===== src/delay_status_regs.vh =====
`ifndef DELAY_STATUS_REGS_VH
`define DELAY_STATUS_REGS_VH
// byte-image indices, byte address is four times the index
`define IDX_CH0_ERRORS      4'h0
`define IDX_CH0_CTRL_STS    4'h1
`define IDX_CH0_RUN_PINS    4'h2
`define IDX_CH0_EDGE_CNT    4'h3
`define IDX_CH1_ERRORS      4'h8
`define IDX_CH1_CTRL_STS    4'h9
`define IDX_CH1_RUN_PINS    4'ha
`define IDX_CH1_EDGE_CNT    4'hb
`define CH_STRIDE           4'h8
// own control/interrupt registers
`define IDX_CTRL            4'h4
`define IDX_DELAYS_CH0      4'h5
`define IDX_IRQ_STATUS      4'h6
`define IDX_IRQ_MASK        4'h7
`define IDX_DELAYS_CH1      4'hd
// field positions
`define BIT_SLOT_INVALID    7
`define BIT_LOAD_ACK        2
`define BIT_READY           4
`define BIT_SOFT_EN         5
`define BIT_RUNNING         0
`define BIT_OUT_A           1
`define BIT_OUT_B           2
`define BIT_IN0             3
// control register fields (per channel: ch*8 + field)
`define CTL_SOFT_EN         0
`define CTL_SLOT_PERM       1
`define CTL_LOAD_REQ        2
`define CTL_PARAM_DONE      3
`define CTL_OUT_B           4
// delays register: on delay low half, off delay high half
`define DELAY_W             16
`define DELAY_RESET         32'h0000_0000
// irq status bits
`define IRQ_EDGE0           0
`define IRQ_LOAD0           1
`define IRQ_EDGE1           2
`define IRQ_LOAD1           3
`define IRQ_W               4
`endif


===== src/delay_status_bank.v =====
// The Avalon-MM register port was chosen for this implementation.
`timescale 1ns/1ns
`default_nettype none
`include "delay_status_regs.vh"
// Summary of operation
// - toggle load ack per completed single-update load
// - ready flag only after parameterization
// - echo soft enable request in status
// - running flag while output sequence active
// - report main output pin level
// - report secondary output pin level
// - report digital input level
// - count both edges of main output
// - unassigned status bits and unmapped bytes read zero
// - channel 1 eight indices (32 bytes) higher, optional
// - main output follows input with delays
// - flag invalid slot value in permanent mode
module delay_status_bank #(
	parameter TWO_CHANNELS = 1,
	parameter DELAY_W      = `DELAY_W
) (
	input  wire        clock,
	input  wire        rst,
	input  wire [5:0]  address,
	input  wire        read,
	input  wire        write,
	input  wire [31:0] writedata,
	input  wire [3:0]  byteenable,
	output reg  [31:0] readdata,
	output wire        waitrequest,
	input  wire [1:0]  in0_pin,
	output wire [1:0]  pulse_out_main,
	output wire [1:0]  pulse_out_second,
	output wire        irq
);
	localparam NCH = TWO_CHANNELS ? 2 : 1;

	reg  [15:0]        ctrl_r;
	reg  [31:0]        delays_r [0:1];
	reg  [`IRQ_W-1:0]  irq_status_r;
	reg  [`IRQ_W-1:0]  irq_status_nxt;
	reg  [`IRQ_W-1:0]  irq_mask_r;
	reg                ack_r;
	reg  [7:0]         rbyte;

	wire [1:0] main_w;
	wire [1:0] second_w;
	wire [1:0] in_lvl;
	wire [1:0] run_w;
	wire [1:0] ack_w;
	wire [1:0] rdy_w;
	wire [1:0] inval_w;
	wire [7:0] cnt_w;
	wire [1:0] edge_w;
	wire [1:0] load_w;
	// an absent channel must not echo its enable bit
	wire [1:0] soft_en_w = {ctrl_r[8 + `CTL_SOFT_EN] & (NCH > 1), ctrl_r[`CTL_SOFT_EN]};

	wire [3:0] idx = address[5:2];

	// byte image of one channel's status, unassigned bits zero;
	// every source is an argument so the read decode sees each change
	function [7:0] status_byte;
		input [1:0] sel;
		input       inval;
		input       ack;
		input       rdy;
		input       soft_en;
		input       run;
		input       out_a;
		input       out_b;
		input       lvl;
		input [3:0] cnt;
		begin
			status_byte = 8'h00;
			case (sel)
				2'd0: status_byte[`BIT_SLOT_INVALID] = inval;
				2'd1: begin
					status_byte[`BIT_LOAD_ACK] = ack;
					status_byte[`BIT_READY]    = rdy;
					status_byte[`BIT_SOFT_EN]  = soft_en;
				end
				2'd2: begin
					status_byte[`BIT_RUNNING] = run;
					status_byte[`BIT_OUT_A]   = out_a;
					status_byte[`BIT_OUT_B]   = out_b;
					status_byte[`BIT_IN0]     = lvl;
				end
				default: status_byte[3:0] = cnt;
			endcase
		end
	endfunction

	genvar g;
	generate
		for (g = 0; g < 2; g = g + 1) begin : chan
			if (g < NCH) begin : on
				delay_channel #(.DELAY_W(DELAY_W)) u_ch (
					.clock                 (clock),
					.rst                   (rst),
					.in0_pin               (in0_pin[g]),
					.soft_enable_request   (ctrl_r[g*8 + `CTL_SOFT_EN]),
					.slot_perm_mode        (ctrl_r[g*8 + `CTL_SLOT_PERM]),
					.slot_load_request     (ctrl_r[g*8 + `CTL_LOAD_REQ]),
					.param_done            (ctrl_r[g*8 + `CTL_PARAM_DONE]),
					.out_b_req             (ctrl_r[g*8 + `CTL_OUT_B]),
					.on_delay              (delays_r[g][DELAY_W-1:0]),
					.off_delay             (delays_r[g][16+DELAY_W-1:16]),
					.pulse_out_main        (main_w[g]),
					.pulse_out_second      (second_w[g]),
					.in0_level             (in_lvl[g]),
					.sequence_running_flag (run_w[g]),
					.load_ack_toggle       (ack_w[g]),
					.param_ready_flag      (rdy_w[g]),
					.slot_value_invalid    (inval_w[g]),
					.out_edge_count        (cnt_w[g*4+3:g*4]),
					.edge_pulse            (edge_w[g]),
					.load_pulse            (load_w[g])
				);
			end else begin : off
				// absent channel reads all zero
				assign main_w[g]         = 1'b0;
				assign second_w[g]       = 1'b0;
				assign in_lvl[g]         = 1'b0;
				assign run_w[g]          = 1'b0;
				assign ack_w[g]          = 1'b0;
				assign rdy_w[g]          = 1'b0;
				assign inval_w[g]        = 1'b0;
				assign cnt_w[g*4+3:g*4]  = 4'h0;
				assign edge_w[g]         = 1'b0;
				assign load_w[g]         = 1'b0;
			end
		end
	endgenerate

	assign pulse_out_main   = main_w;
	assign pulse_out_second = second_w;
	assign irq              = |(irq_status_r & irq_mask_r);

	// one wait cycle per access; answer registered at the first edge, taken at the second
	assign waitrequest = (read | write) & ~ack_r;

	// read decode, channel 1 is the same layout one stride higher
	always @* begin
		rbyte = 8'h00;
		case (idx)
			`IDX_CH0_ERRORS, `IDX_CH0_CTRL_STS, `IDX_CH0_RUN_PINS, `IDX_CH0_EDGE_CNT:
				rbyte = status_byte(idx[1:0], inval_w[0], ack_w[0], rdy_w[0], soft_en_w[0],
					run_w[0], main_w[0], second_w[0], in_lvl[0], cnt_w[3:0]);
			`IDX_CH1_ERRORS, `IDX_CH1_CTRL_STS, `IDX_CH1_RUN_PINS, `IDX_CH1_EDGE_CNT:
				rbyte = status_byte(idx[1:0], inval_w[1], ack_w[1], rdy_w[1], soft_en_w[1],
					run_w[1], main_w[1], second_w[1], in_lvl[1], cnt_w[7:4]);
			default: rbyte = 8'h00;
		endcase
	end

	// sticky events: set wins over the clear-on-read
	always @* begin
		irq_status_nxt = irq_status_r;
		if (read && !ack_r && idx == `IDX_IRQ_STATUS)
			irq_status_nxt = {`IRQ_W{1'b0}};
		irq_status_nxt = irq_status_nxt | {load_w[1], edge_w[1], load_w[0], edge_w[0]};
	end

	// bus slave
	always @(posedge clock or posedge rst) begin
		if (rst) begin
			ack_r        <= 1'b0;
			readdata     <= 32'h0000_0000;
			ctrl_r       <= 16'h0000;
			delays_r[0]  <= `DELAY_RESET;
			delays_r[1]  <= `DELAY_RESET;
			irq_status_r <= {`IRQ_W{1'b0}};
			irq_mask_r   <= {`IRQ_W{1'b0}};
		end else begin
			ack_r        <= (read | write) & ~ack_r;
			irq_status_r <= irq_status_nxt;
			if (read && !ack_r) begin
				case (idx)
					`IDX_CTRL:       readdata <= {16'h0000, ctrl_r};
					`IDX_DELAYS_CH0: readdata <= delays_r[0];
					`IDX_DELAYS_CH1: readdata <= delays_r[1];
					`IDX_IRQ_STATUS: readdata <= {{(32-`IRQ_W){1'b0}}, irq_status_r};
					`IDX_IRQ_MASK:   readdata <= {{(32-`IRQ_W){1'b0}}, irq_mask_r};
					default:         readdata <= {24'h000000, rbyte};
				endcase
			end
			if (write && !ack_r) begin
				case (idx)
					`IDX_CTRL: begin
						if (byteenable[0]) ctrl_r[7:0]  <= writedata[7:0];
						if (byteenable[1]) ctrl_r[15:8] <= writedata[15:8];
					end
					`IDX_DELAYS_CH0: delays_r[0] <= writedata;
					`IDX_DELAYS_CH1: delays_r[1] <= writedata;
					`IDX_IRQ_MASK:   irq_mask_r  <= writedata[`IRQ_W-1:0];
					default: ; // read-only or unmapped, writes ignored
				endcase
			end
		end
	end
endmodule // delay_status_bank
`default_nettype wire


===== src/delay_channel.v =====
`timescale 1ns/1ns
`default_nettype none
// one on/off-delay channel with its status sources
module delay_channel #(
	parameter DELAY_W = 16
) (
	input  wire               clock,
	input  wire               rst,
	input  wire               in0_pin,
	input  wire               soft_enable_request,
	input  wire               slot_perm_mode,
	input  wire               slot_load_request,
	input  wire               param_done,
	input  wire               out_b_req,
	input  wire [DELAY_W-1:0] on_delay,
	input  wire [DELAY_W-1:0] off_delay,
	output reg                pulse_out_main,
	output reg                pulse_out_second,
	output reg                in0_level,
	output reg                sequence_running_flag,
	output reg                load_ack_toggle,
	output reg                param_ready_flag,
	output reg                slot_value_invalid,
	output reg  [3:0]         out_edge_count,
	output wire               edge_pulse,
	output wire               load_pulse
);
	reg               in_sync1_r;
	reg               in_sync2_r;
	reg [DELAY_W-1:0] timer_r;
	reg               busy_r;
	reg               target_r;
	reg               load_req_d_r;
	reg               main_d_r;

	// pin is asynchronous; second stage is the only reader of the first
	always @(posedge clock or posedge rst) begin
		if (rst) begin
			in_sync1_r <= 1'b0;
			in_sync2_r <= 1'b0;
			in0_level  <= 1'b0;
		end else begin
			in_sync1_r <= in0_pin;
			in_sync2_r <= in_sync1_r;
			in0_level  <= in_sync2_r;
		end
	end

	// any change of the main output counts, forced-off drops included;
	// one cycle late, but a restart racing the expiry cannot fake an edge
	assign edge_pulse = pulse_out_main ^ main_d_r;
	assign load_pulse = slot_load_request & ~load_req_d_r & ~slot_perm_mode & param_done;

	// delay engine: a new input level restarts the timer, output follows on expiry
	always @(posedge clock or posedge rst) begin
		if (rst) begin
			timer_r               <= {DELAY_W{1'b0}};
			busy_r                <= 1'b0;
			target_r              <= 1'b0;
			pulse_out_main        <= 1'b0;
			sequence_running_flag <= 1'b0;
		end else begin
			sequence_running_flag <= soft_enable_request & param_done;
			if (!(soft_enable_request & param_done)) begin
				busy_r         <= 1'b0;
				pulse_out_main <= 1'b0;
			end else if (in0_level != target_r || (!busy_r && in0_level != pulse_out_main)) begin
				target_r <= in0_level;
				busy_r   <= 1'b1;
				timer_r  <= in0_level ? on_delay : off_delay;
			end else if (busy_r) begin
				if (timer_r == {DELAY_W{1'b0}}) begin
					pulse_out_main <= target_r;
					busy_r         <= 1'b0;
				end else begin
					timer_r <= timer_r - {{(DELAY_W-1){1'b0}}, 1'b1};
				end
			end
		end
	end

	// status sources
	always @(posedge clock or posedge rst) begin
		if (rst) begin
			load_req_d_r       <= 1'b0;
			main_d_r           <= 1'b0;
			load_ack_toggle    <= 1'b0;
			param_ready_flag   <= 1'b0;
			slot_value_invalid <= 1'b0;
			out_edge_count     <= 4'h0;
			pulse_out_second   <= 1'b0;
		end else begin
			load_req_d_r     <= slot_load_request;
			main_d_r         <= pulse_out_main;
			param_ready_flag <= param_done;
			pulse_out_second <= out_b_req & ~pulse_out_main;
			if (load_pulse)
				load_ack_toggle <= ~load_ack_toggle;
			// a zero on delay in permanent mode counts as an invalid slot value
			slot_value_invalid <= slot_perm_mode & (on_delay == {DELAY_W{1'b0}});
			if (edge_pulse)
				out_edge_count <= out_edge_count + 4'h1; // wraps 15 to 0
		end
	end
endmodule // delay_channel
`default_nettype wire


===== config.mk =====
export PLATFORM = sky130hd
export DESIGN_NAME = delay_status_bank
export DESIGN_NICKNAME = d
export VERILOG_FILES = /design/src/delay_status_bank.v /design/src/delay_channel.v
export VERILOG_INCLUDE_DIRS = /design/src /design/src/src
export SDC_FILE = /design/constraint.sdc
export NUM_CORES = 1
export LEC_CHECK = 0
export ABC_CLOCK_PERIOD_IN_PS = 4900
export BUFFER_PORTS_ARGS = -buffer_cell sky130_fd_sc_hd__buf_2
export CAP_MARGIN = 25
export CORE_MARGIN = 2
export CORE_UTILIZATION = 45
export CTS_CLUSTER_SIZE = 30
export DETAILED_ROUTE_END_ITERATION = 12
export PLACE_DENSITY = 0.68
export SYNTH_ARGS = -nofsm -noshare
export SYNTH_HDL_FRONTEND = slang
export SYNTH_SLANG_ARGS = --single-unit

===== constraint.sdc =====
create_clock -name clock -period 4.9 [get_ports clock]
set_input_delay 0 -clock clock [delete_from_list [all_inputs] [get_ports clock]]
set_output_delay 0 -clock clock [all_outputs]
set_load 0.005 [all_outputs]

==> results.py <==
metrics = {
    "run_status": {
        "outcome": "finished clean",
    },
    "pwr": {
        "total_power_uw": 4842,
        "seqPwrFrac": 0.449,
        "power.switching_uw": 1660,
        "cell_internal_pwr_uw": 3182,
        "switching_share": 0.3428,
        "powerDensity_nw_per_um2": 455.9,
        "peakVddDrop_mv": 0.3111,
        "comb_power_share": 0.260,
        "p_leak_uw": 0.004836,
        "pwr-share-clk": 0.292,
    },
    "synthesis": {
        "synth-xor-area-share": 0.01068,
        "synth_edf_count": 0,
        "ys_seq_elements": 187,
        "syn_nets": 879,
        "yosysMostFrequentCell": "dfrtp_1",
        "synth-simple-area-share": 0.1221,
        "synth_ff_type": "dfrtp_1",
        "synthAdderAreaFrac": 0.005548,
        "synth.distinct_cells": 69,
        "synth.area.mux_share": 0.1483,
        "synth.largest_area_cell": "dfrtp_1",
        "seq_area_frac_synth": 0.5187,
        "synth_warnings": 0,
        "mappedNetlistArea_sq_um": 9021,
        "ys_top_cells_by_area": "dfrtp_1 (52%), mux2_2 (11%), o21ai_0 (3.9%)",
        "synthCells": 827,
        "postSynthAreaPerCell_sq_um": 10.91,
        "synth_common_cells": "dfrtp_1 (187), mux2_2 (88), o21ai_0 (70)",
        "async_flop_share": 1.000,
        "synth_compound_area_frac": 0.1609,
        "synth_top_family_by_area": "compound AO/OA/AOI/OAI gates",
        "synth_top_area_share": 0.5187,
    },
    "setup_path": {
        "crit_path_start_kind": "register",
        "crit_fanout": 19,
        "crit_path_end_kind": "register",
        "critical_path_arrival_ns": 3.17,
        "crit_required_ns": 5.18,
        "crit_type": "register to register",
    },
    "global_route": {
        "grt_max_degree": 188,
        "grt_overflow": 0,
        "first_global_vias": 6790,
        "antenna_found_initial": 0,
        "grt_usage": 0.2281,
        "grt_pass1_wl_mm": 37.93,
    },
    "placement": {
        "hpwl_mm": 16.10,
        "gp_congestion": 0.9053,
        "port_buffers": 81,
        "dp_cells": 1127,
        "placed_cell_area_sq_um": 9622,
    },
    "cts": {
        "cts_tree": "done",
        "clock-root-buffer": "clkbuf_16",
        "cts.sinks": 187,
        "cts_buffers": 17,
        "clock_latency_ns": 0.43,
        "cts_hold_buf": 37,
        "clock_path_buffers": 2,
        "htree_levels": 4,
        "clk_pin_slew_ns": 0.07,
        "cts.repair.resized": 0,
        "cts_setup_buffers": 0,
    },
    "route": {
        "first_pass_iters": 5,
        "drt_iter0_markers": 601,
        "vias": 6980,
        "drt-total-wl_mm": 23.82,
        "vias_per_cell": 5.831,
        "drc_errors": 0,
        "wl_per_cell_microns": 19.90,
        "ant_nets": 0,
    },
    "final_layout": {
        "multi_input_area_sq_um": 4059,
        "regArea_sq_um": 4679,
        "area_growth_pct": 17.71,
        "drive_above_1_share": 0.2457,
        "final_cells": 1197,
        "antenna_cells": 0,
        "fin_area_sq_um": 10620,
        "n_fill_cell": 1727,
        "final_nets": 971,
    },
    "sta": {
        "worst_pin_slew_ns": 1.119,
        "finClkSkew_ns": 0.01175,
        "drv_slew": 0,
        "fin_crit_sh": 0.5901,
        "fin_crit_ns": 2.892,
        "slew_headroom": 0.2543,
        "hold_viol_final": 0,
        "rsz0062_at_grt": "false",
        "finalSetupViolCount": 0,
        "final.setup.tns_ns": 0,
        "max_freq_mhz": 345.8,
    },
    "run": {
        "drv_cap": 0,
    },
    "die": {
        "coreArea_sq_um": 19590,
        "die_x_microns": 145.6,
        "dieArea_sq_um": 21200,
        "start_util": 0.4605,
        "die_y_microns": 145.6,
        "io_pins": 86,
        "rows": 51,
    },
    "worst_hold_path": {
        "hold_path_class": "input port to register",
    },
}
==> flip-flops by register name, summed over array words and instances, names as in the netlist, 4 cells and up <==
name / cells
ctrl_r: 16
chan.on.u_ch.out_edge_count: 8
irq_status_r: 4
irq_mask_r: 4
delays_r: 64
chan.on.u_ch.timer_r: 32
readdata: 32
==> layout by cell type, fill, tap and decap left out, types with 19 or more instances in the layout <==
cell           instances
dfrtp_1              187
dlygate4sd3_1         37
o21ai_0               70
nand2_1               69
a21oi_1               35
mux2_2                88
a22oi_1               19
buf_2                 81
nor2_1                41
mux2i_1               29
==> final cells by class <==
class / count / share of cell area
clock inverters: 14 / 0.01508
well taps: 265 / 0.03122
repair buffers: 129 / 0.08389
multi-input cells: 570 / 0.3822
inverters: 14 / 0.005538
flip-flops and latches: 187 / 0.4407
clock buffers: 18 / 0.04136
==> power groups by stage <==
| stage | logic [uW] | registers, uW | clock network, uW |
|---|---|---|---|
| after CTS | 1240 | 2170 | 1430 |
| after global placement | 1190 | 2190 | 0 |
| after floorplan | 991 | 2050 | 0 |
| after global routing | 1400 | 2210 | 1500 |
| after detailed placement | 1210 | 2190 | 0 |
| final | 1260 | 2170 | 1410 |
==> worst max-delay path, stage by stage (launching register included) <==
cell	delay, ns
dfrtp_1	0.40
inv_1	0.09
ha_1	0.23
or4b_1	0.63
nor4_4	0.42
a21o_1	0.58
inv_4	0.16
nand3_1	0.13
o311ai_1	0.10
==> cell families (layout without fill, tap and decap cells) <==
logic type | Yosys count | after routing
xor gates and xnor gates | 11 | 11
DFF | 187 | 187
adders and majority gates | 4 | 4
and+or+nand+nor | 212 | 212
AOI/OAI and AO/OA | 222 | 222
buffers and inverters | 70 | 175
muxes | 121 | 121
==> stage by stage <==
step | utilization | hold slack [ns] | setup WS, ns
3_3_place_gp | 0.4912 | 0.1112 | 2.112
4_1_cts | 0.5407 | 0.003068 | 2.028
5_1_grt | 0.5421 | 0.02797 | 1.801
3_5_place_dp | 0.4912 | 0.1097 | 2.069
6_report | 0.5421 | 0.02421 | 2.008
2_1_floorplan | - | 0.03143 | 2.494
==> path summary, 6_finish.rpt <==
kind,from,end,slack (ns),cells past startpoint
worst max-delay path,chan[1].on.u_ch.timer_r[0],chan[1].on.u_ch.timer_r[0],2.01,8
worst min-delay path,address[4],readdata[2],0.02,3
worst max register to register,chan[1].on.u_ch.timer_r[0],chan[1].on.u_ch.timer_r[0],2.01,8
worst min register to register,chan[0].on.u_ch.in_sync2_r,chan[0].on.u_ch.in0_level,0.35,0
max in group asynchronous,rst,ctrl_r[4],3.70,4
min in group asynchronous,rst,chan[0].on.u_ch.timer_r[1],0.31,4
==> metal layers <==
layer	vias up	GRT usage	wire (microns)
met5	-	0	0
met4	0	0.06618	469
met3	29	0.03730	1083
met2	206	0.3590	11070
met1	3514	0.3277	11200
li1	3231	-	-
Power figures use the tool's default switching activity.
